--- config.mk ---
export PLATFORM = sky130hd
export DESIGN_NAME = acr_ctrl
export DESIGN_NICKNAME = d
export VERILOG_FILES = /design/src/acr_pkg.sv /design/src/acr_prescaler.sv /design/src/acr_ctrl.sv
export VERILOG_INCLUDE_DIRS = /design/src
export SDC_FILE = /design/constraint.sdc
export NUM_CORES = 1
export LEC_CHECK = 0
export BUFFER_PORTS_ARGS = -buffer_cell sky130_fd_sc_hd__buf_2
export CAP_MARGIN = 20
export CORE_MARGIN = 1
export CORE_UTILIZATION = 49
export CTS_BUF_LIST = sky130_fd_sc_hd__clkbuf_4
export DETAILED_ROUTE_END_ITERATION = 10
export PLACE_DENSITY_LB_ADDON = 0.15
export SETUP_SLACK_MARGIN = 0.15
export SLEW_MARGIN = 20
export SYNTH_ARGS = -nofsm -noshare
export SYNTH_HDL_FRONTEND = slang
export SYNTH_HIERARCHICAL = 1
export SYNTH_SLANG_ARGS = --single-unit
--- constraint.sdc ---
create_clock -name pclk -period 2.1 [get_ports pclk]
set_clock_uncertainty 0.2 [all_clocks]
set_input_delay 0.315 -clock pclk [delete_from_list [all_inputs] [get_ports pclk]]
set_output_delay 0.315 -clock pclk [all_outputs]
set_load 0.005 [all_outputs]
--- src/acr_cfg.svh ---
`ifndef ACR_CFG_SVH
`define ACR_CFG_SVH

// Register indices as printed; byte address is four times the index
`define ACR_IDX_RES_LOW      8'h78
`define ACR_IDX_RES_HIGH     8'h79
`define ACR_IDX_MAIN_CTRL    8'h7A
`define ACR_IDX_TRIG_CTRL    8'h7B
`define ACR_IDX_CHAN_SEL     8'h7C
`define ACR_IDX_PIN_DIS      8'h7E

// Main control field positions
`define ACR_MC_ENABLE        7
`define ACR_MC_START         6
`define ACR_MC_AUTO          5
`define ACR_MC_DONE          4
`define ACR_MC_IRQ_EN        3

// Channel select field positions
`define ACR_CS_LEFT          5

// Writable masks
`define ACR_TRIG_MASK        8'h47
`define ACR_CHAN_MASK        8'hEF
`define ACR_PIN_MASK         8'h3F

// Reset values
`define ACR_RESET_BYTE       8'h00

// Conversion lengths in converter clock cycles
`define ACR_FIRST_CYCLES     6'd25
`define ACR_NORMAL_CYCLES    6'd13

`endif

--- src/acr_pkg.sv ---
package acr_pkg;

   typedef enum logic [1:0]
   {
      ACR_IDLE,
      ACR_BUSY
   } acr_conv_e;

   typedef struct packed
   {
      logic [9:0] result;
      logic       done;
   } acr_core_s;

   typedef struct packed
   {
      logic [3:0] channel;
      logic [1:0] reference;
   } acr_sel_s;

endpackage : acr_pkg

--- src/acr_prescaler.sv ---
`include "acr_cfg.svh"

module acr_prescaler
   import acr_pkg::*;
(
   // Clock and reset
   input  wire logic       pclk,
   input  wire logic       presetn,
   input  wire logic       clk_en,
   // Control
   input  wire logic       run,
   input  wire logic [2:0] div_sel,
   // Converter clock tick, one system cycle wide
   output logic            conv_tick
);

   logic [6:0] cnt_q;
   logic [6:0] cnt_d;
   logic       tick_d;
   logic [6:0] last;

   // Codes 0 and 1 both divide by two
   always_comb
   begin
      case (div_sel)
         3'h0, 3'h1: last = 7'h01;
         3'h2:       last = 7'h03;
         3'h3:       last = 7'h07;
         3'h4:       last = 7'h0F;
         3'h5:       last = 7'h1F;
         3'h6:       last = 7'h3F;
         default:    last = 7'h7F;
      endcase
      cnt_d  = cnt_q;
      tick_d = 1'b0;
      if (!run)
         cnt_d = 7'h00;
      else if (cnt_q >= last)
      begin
         cnt_d  = 7'h00;
         tick_d = 1'b1;
      end
      else
         cnt_d = cnt_q + 7'h01;
   end

   always_ff @(posedge pclk or negedge presetn)
   begin
      if (!presetn)
      begin
         cnt_q     <= 7'h00;
         conv_tick <= 1'b0;
      end
      else if (clk_en)
      begin
         cnt_q     <= cnt_d;
         conv_tick <= tick_d;
      end
   end

endmodule : acr_prescaler

--- src/acr_ctrl.sv ---
// Chosen here: register access over APB.
`include "acr_cfg.svh"

module acr_ctrl
   import acr_pkg::*;
(
   // Clock and reset
   input  wire logic        pclk,
   input  wire logic        presetn,
   input  wire logic        clk_en,
   // APB slave
   input  wire logic        psel,
   input  wire logic        penable,
   input  wire logic        pwrite,
   input  wire logic [11:0] paddr,
   input  wire logic [31:0] pwdata,
   output logic             pready,
   output logic [31:0]      prdata,
   output logic             pslverr,
   // Processor side
   input  wire logic        global_irq_en,
   input  wire logic        irq_ack,
   output logic             conv_irq,
   // Trigger sources, index 1..7; index 0 is the done flag
   input  wire logic [7:1]  trig_src,
   // Analog core
   input  wire logic [9:0]  core_result,
   output logic             core_busy,
   output logic             core_sample,
   output logic [5:0]       core_sel,
   // Digital pins
   input  wire logic [5:0]  pin_in,
   output logic [5:0]       pin_buf_off,
   output logic [5:0]       pin_read
);

   // ------------------------------------------------------------
   // Register state
   // ------------------------------------------------------------
   logic [7:0]  main_q, main_d;
   logic [7:0]  trig_q, trig_d;
   logic [7:0]  chan_q, chan_d;
   logic [7:0]  pin_q, pin_d;
   logic [9:0]  res_q, res_d;
   logic        lock_q, lock_d;
   acr_sel_s    act_q, act_d;
   acr_conv_e   st_q, st_d;
   logic [5:0]  cyc_q, cyc_d;
   logic        first_q, first_d;
   logic        trig_lvl_q, trig_lvl_d;
   logic        pready_d;
   logic [31:0] prdata_d;
   logic        pslverr_d;
   logic        irq_d;
   logic        sample_d;

   logic        wr_en, rd_en;
   logic [9:0]  idx;
   logic        conv_tick;
   logic        done_evt;
   logic        trig_now;
   logic [7:0]  lo_view, hi_view;
   logic [7:0]  src_vec;

   assign wr_en = psel && penable && pwrite && !pready;
   assign rd_en = psel && penable && !pwrite && !pready;
   assign idx   = paddr[11:2];

   acr_prescaler u_presc
   (
      .pclk      (pclk),
      .presetn   (presetn),
      .clk_en    (clk_en),
      .run       (st_q == ACR_BUSY),
      .div_sel   (main_q[2:0]),
      .conv_tick (conv_tick)
   );

   // ------------------------------------------------------------
   // Result presentation
   // ------------------------------------------------------------
   always_comb
   begin
      if (chan_q[`ACR_CS_LEFT])
      begin
         hi_view = res_q[9:2];
         lo_view = {res_q[1:0], 6'h00};
      end
      else
      begin
         hi_view = {6'h00, res_q[9:8]};
         lo_view = res_q[7:0];
      end
   end

   // Done flag feeds trigger code zero (free running)
   assign src_vec = {trig_src, main_q[`ACR_MC_DONE]};

   // ------------------------------------------------------------
   // Trigger and conversion sequencing
   // ------------------------------------------------------------
   always_comb
   begin
      trig_lvl_d = src_vec[trig_q[2:0]];
      // Edge is judged before the forcing, so the write cannot trigger
      trig_now = main_q[`ACR_MC_AUTO]
                 && trig_lvl_d && !trig_lvl_q;
      // Free running selection never produces a switch edge
      if (wr_en && idx == 10'(`ACR_IDX_TRIG_CTRL)
          && pwdata[2:0] == 3'h0 && trig_q[2:0] != 3'h0)
         trig_lvl_d = 1'b1;
   end

   always_comb
   begin
      st_d     = st_q;
      cyc_d    = cyc_q;
      first_d  = first_q;
      act_d    = act_q;
      done_evt = 1'b0;
      sample_d = 1'b0;
      case (st_q)
         ACR_IDLE:
         begin
            if (main_q[`ACR_MC_ENABLE] &&
                (main_q[`ACR_MC_START] || trig_now))
            begin
               st_d     = ACR_BUSY;
               cyc_d    = 6'h00;
               act_d    = '{channel: chan_q[3:0],
                            reference: chan_q[7:6]};
            end
         end
         ACR_BUSY:
         begin
            if (!main_q[`ACR_MC_ENABLE])
            begin
               st_d    = ACR_IDLE;
               first_d = 1'b1;
            end
            else if (conv_tick)
            begin
               cyc_d = cyc_q + 6'h01;
               if (cyc_q + 6'h01 == (first_q ? `ACR_FIRST_CYCLES
                                             : `ACR_NORMAL_CYCLES))
               begin
                  st_d     = ACR_IDLE;
                  first_d  = 1'b0;
                  done_evt = 1'b1;
                  sample_d = 1'b1;
               end
            end
         end
         default:
            st_d = ACR_IDLE;
      endcase
      if (!main_q[`ACR_MC_ENABLE])
         first_d = 1'b1;
   end

   // ------------------------------------------------------------
   // Register writes, flag and result handling
   // ------------------------------------------------------------
   always_comb
   begin
      main_d = main_q;
      trig_d = trig_q;
      chan_d = chan_q;
      pin_d  = pin_q;
      res_d  = res_q;
      lock_d = lock_q;
      if (wr_en)
      begin
         case (idx)
            10'(`ACR_IDX_MAIN_CTRL):
            begin
               main_d[7] = pwdata[7];
               main_d[5] = pwdata[5];
               main_d[3:0] = {pwdata[3], pwdata[2:0]};
               if (pwdata[`ACR_MC_START])
                  main_d[`ACR_MC_START] = 1'b1;
               if (pwdata[`ACR_MC_DONE])
                  main_d[`ACR_MC_DONE] = 1'b0;
            end
            10'(`ACR_IDX_TRIG_CTRL):
               trig_d = pwdata[7:0] & `ACR_TRIG_MASK;
            10'(`ACR_IDX_CHAN_SEL):
               chan_d = pwdata[7:0] & `ACR_CHAN_MASK;
            10'(`ACR_IDX_PIN_DIS):
               pin_d = pwdata[7:0] & `ACR_PIN_MASK;
            default:
               main_d = main_d;
         endcase
      end
      if (irq_ack)
         main_d[`ACR_MC_DONE] = 1'b0;
      if (rd_en && idx == 10'(`ACR_IDX_RES_LOW))
         lock_d = 1'b1;
      if (rd_en && idx == 10'(`ACR_IDX_RES_HIGH))
         lock_d = 1'b0;
      if (st_q == ACR_IDLE && st_d == ACR_BUSY)
         main_d[`ACR_MC_START] = 1'b1;
      if (st_q == ACR_BUSY && st_d == ACR_IDLE)
         main_d[`ACR_MC_START] = 1'b0;
      if (!main_d[`ACR_MC_ENABLE] && st_q == ACR_IDLE)
         main_d[`ACR_MC_START] = 1'b0;
      if (done_evt)
      begin
         if (!lock_q)
            res_d = core_result;
         main_d[`ACR_MC_DONE] = 1'b1;
      end
   end

   // ------------------------------------------------------------
   // Bus answer
   // ------------------------------------------------------------
   always_comb
   begin
      pready_d  = psel && penable && !pready;
      pslverr_d = 1'b0;
      prdata_d  = 32'h0000_0000;
      if (psel && penable && !pready)
      begin
         case (idx)
            10'(`ACR_IDX_RES_LOW):  prdata_d[7:0] = lo_view;
            10'(`ACR_IDX_RES_HIGH): prdata_d[7:0] = hi_view;
            10'(`ACR_IDX_MAIN_CTRL): prdata_d[7:0] = main_q;
            10'(`ACR_IDX_TRIG_CTRL): prdata_d[7:0] = trig_q;
            10'(`ACR_IDX_CHAN_SEL):  prdata_d[7:0] = chan_q;
            10'(`ACR_IDX_PIN_DIS):   prdata_d[7:0] = pin_q;
            default:                 pslverr_d = 1'b1;
         endcase
         if (pwrite)
            prdata_d = 32'h0000_0000;
      end
      irq_d = main_d[`ACR_MC_DONE] && main_d[`ACR_MC_IRQ_EN]
              && global_irq_en;
   end

   // ------------------------------------------------------------
   // Registers
   // ------------------------------------------------------------
   always_ff @(posedge pclk or negedge presetn)
   begin
      if (!presetn)
      begin
         main_q      <= `ACR_RESET_BYTE;
         trig_q      <= `ACR_RESET_BYTE;
         chan_q      <= `ACR_RESET_BYTE;
         pin_q       <= `ACR_RESET_BYTE;
         res_q       <= 10'h000;
         lock_q      <= 1'b0;
         act_q       <= '0;
         st_q        <= ACR_IDLE;
         cyc_q       <= 6'h00;
         first_q     <= 1'b1;
         trig_lvl_q  <= 1'b0;
         pready      <= 1'b0;
         prdata      <= 32'h0000_0000;
         pslverr     <= 1'b0;
         conv_irq    <= 1'b0;
         core_busy   <= 1'b0;
         core_sample <= 1'b0;
         core_sel    <= 6'h00;
         pin_buf_off <= 6'h00;
         pin_read    <= 6'h00;
      end
      else if (clk_en)
      begin
         main_q      <= main_d;
         trig_q      <= trig_d;
         chan_q      <= chan_d;
         pin_q       <= pin_d;
         res_q       <= res_d;
         lock_q      <= lock_d;
         act_q       <= act_d;
         st_q        <= st_d;
         cyc_q       <= cyc_d;
         first_q     <= first_d;
         trig_lvl_q  <= trig_lvl_d;
         pready      <= pready_d;
         prdata      <= prdata_d;
         pslverr     <= pslverr_d;
         conv_irq    <= irq_d;
         core_busy   <= (st_d == ACR_BUSY);
         core_sample <= sample_d;
         core_sel    <= {act_d.reference, act_d.channel};
         pin_buf_off <= pin_d[5:0];
         pin_read    <= pin_in & ~pin_d[5:0];
      end
   end

endmodule : acr_ctrl

==> impl_metrics.tcl <==
set metrics [dict create \
    leakage_nw 2.943 \
    vias_per_cell 5.631 \
    ff2ff_path_depth 6 \
    avgSynthCellArea_um2 10.48 \
    numCtsBuffers 9 \
    cp_max_fo 10 \
    drt_iter0_drc 160 \
    status "finished, violations left" \
    ys_seq_area_frac 0.4441 \
    num_io_pins 130 \
    r2r_slack_ns -0.26 \
    antenna_found_initial 0 \
    synth_edf_count 0 \
    grtUsageTotal 0.2758 \
    hpwl_mm 8.788 \
    postRouteAntennaNets 0 \
    async_flop_share 1.000 \
    synth-seq-cells 79 \
    pre_cts_ws_ns -0.2447 \
    final_layout_size_suffix_gt1_frac 0.4410 \
    period_share 1.124 \
    gp_congestion 0.8901 \
    grt_pass1_wl_mm 20.34 \
    placeableCoreArea_mm2 0.008763 \
    wl_per_cell_um 18.71 \
    arrival_ns 2.49 \
    clkTransAtPathRegs_ns 0.13 \
    cts_buffer_depth 2 \
    rsz0062_at_grt "true" \
    grt_pass1_vias 3898 \
    finalSetupViolCount 16 \
    root_buffer "clkbuf_4" \
    firstDrtPassIters 4 \
    hold_violations 0 \
    die_x_um 97.35 \
    startpoint "first_q" \
    timing.final.ws_setup_ns -0.2605 \
    ys_types 59 \
    antenna_cells 0 \
    drc_errors 0 \
    synth-main-ff-cell "dfrtp_1" \
    final_cell_mix "78 x buf_2, 72 x dfrtp_1, 52 x buf_4" \
    synthToLayoutAreaGrowth_pct 37.44 \
    cts_max_level 3 \
    fin_crit_ns 2.361 \
    nets 665 \
    syn_inst 425 \
    die-area_mm2 0.009476 \
    r2r-end "res_q[3]" \
    cts_tree "yes" \
    start_kind "flop" \
    final_common_cell "buf_2" \
    whs_ns 0.03508 \
    port_buffers 79 \
    reg2reg_from "first_q" \
    min_path_type "input pin to flop" \
    placementRows 34 \
    required_ns 2.23 \
    start_util 0.5083 \
    maxSlewViolCount 0 \
    vias 3902 \
    crit_end "res_q[3]" \
    insertion_delay_ns 0.45 \
    critical_path_class "flop to flop" \
    violations "setup timing" \
    syn_area_mm2 0.004454 \
    ys_warn_count 6 \
    peakVddDrop_uv 299.4 \
    grt_max_degree 49 \
    drt_wl_total_mm 12.97 \
    die_h_um 97.35 \
    powerDensity_mw_per_mm2 474.9 \
    maxCapViolations 0 \
    final_util 0.6986 \
    crit_path_end_kind "flop" \
    clock.fmax_ghz 0.4236 \
    cts.sinks 79 \
    gr-total-overflow 0 \
]
==> layout make-up <==
class / count / area, um^2
repair buffers: 169 / 1216
flip-flops and latches: 79 / 1986
clock buffers: 9 / 67.56
multi-input cells: 302 / 2556
fillers: 676 / 2641
well taps: 108 / 135.1
inverters: 20 / 75.07
clock inverters: 6 / 86.33
==> critical path, stage by stage (launching register included) <==
cell and delay [ns]:
dfstp_2 0.58, and3b_1 0.16, a211oi_1 0.05, a2111o_1 0.42, or3_1 0.37, buf_6 0.17
mux2_4 0.31
==> registers in the layout, indices dropped and copies added, names as in the netlist, 2 cells and up <==
name and count:
res_q 10, main_q 8, prdata 8, chan_q 7
u_presc/cnt_q 7, core_sel 6, cyc_q 6, pin_q 6
pin_read 6, trig_q 4, st_q 2
==> worst min path at each step <==
stage / slack [ns] / cells past startpoint / to / startpoint
finish: 0.04 / 5 / pslverr / penable
global route: 0.04 / 2 / chan_q[1] / pwdata[1]
CTS: 0.02 / 5 / pslverr / penable
detailed placement: 0.08 / 1 / cyc_q[5] / presetn
global placement: 0.08 / 1 / cyc_q[5] / presetn
floorplan: -0.18 / 0 / chan_q[0] / presetn
==> power by group <==
part / switching [W] / internal [W] / leakage [nW]
combinational: 0.000171 / 0.000132 / 1.79
sequential: 0.0000122 / 0.00154 / 1.07
clock: 0.000579 / 0.000475 / 0.0834
total: 0.000761 / 0.00215 / 2.94
==> routing by layer <==
| layer | GRT usage | vias to the layer above | share of wire |
|---|---|---|---|
| li1 | - | 1823 | - |
| met1 | 0.3567 | 1951 | 0.44 |
| met2 | 0.4740 | 108 | 0.51 |
| met3 | 0.05683 | 20 | 0.032 |
| met4 | 0.06900 | 0 | 0.019 |
| met5 | 0 | - | 0 |
==> synth_stat cells, types with 3 or more instances <==
master	instances	area share
nand4b_1	3	0.0059
mux2_4	10	0.034
o21ai_0	20	0.022
nor2_1	18	0.015
nand3_1	30	0.034
a21oi_1	9	0.010
o32ai_1	3	0.0059
a32o_1	3	0.0067
a221oi_1	5	0.0098
nand3b_1	4	0.0067
buf_4	24	0.040
o2bb2ai_1	9	0.018
clkbuf_1	18	0.015
nor2b_1	9	0.013
a31oi_1	7	0.0098
inv_1	20	0.017
a41o_1	3	0.0067
nand2b_1	7	0.0098
a22oi_1	3	0.0051
mux2i_1	18	0.040
mux2_2	33	0.083
nand4_1	6	0.0084
ha_1	9	0.025
nor3_1	6	0.0067
dfrtp_1	78	0.44
a211oi_1	5	0.0084
nand2_1	22	0.019
and3_1	4	0.0056
==> cell families (layout without fill, tap and decap cells) <==
logic type,after synthesis,count (layout),share of synthesized area
AO/OA/AOI/OAI,80,80,0.1315
multiplexers,61,61,0.1576
adder cells (fa/ha/maj),9,9,0.02528
other,1,24,0.0008419
XOR/XNOR,2,2,0.003933
AND/OR/NAND/NOR,126,126,0.1579
buffers and inverters,67,204,0.07893
flip-flops,79,79,0.4441
==> metrics by stage <==
stage	total power, W	instance area (um^2)	std cells	setup TNS (ns)
floorplan	0.001713	4629	448	-2.121
global placement	0.001829	5268	638	-2.881
detailed placement	0.001832	5268	638	-3.378
CTS	0.002914	5892	685	-2.760
global route	0.003003	6122	693	-4.667
finish	0.002908	6122	693	-3.318
==> timing repair <==
action / in CTS / in global routing
resized for setup: 43 / 28
setup endpoints to repair: 34 / 43
pin swaps: 19 / 9
hold endpoints to repair: 98 / 0
buffers inserted: 8 / 8
hold buffers: 24 / 0
Power figures use the tool's default switching activity.
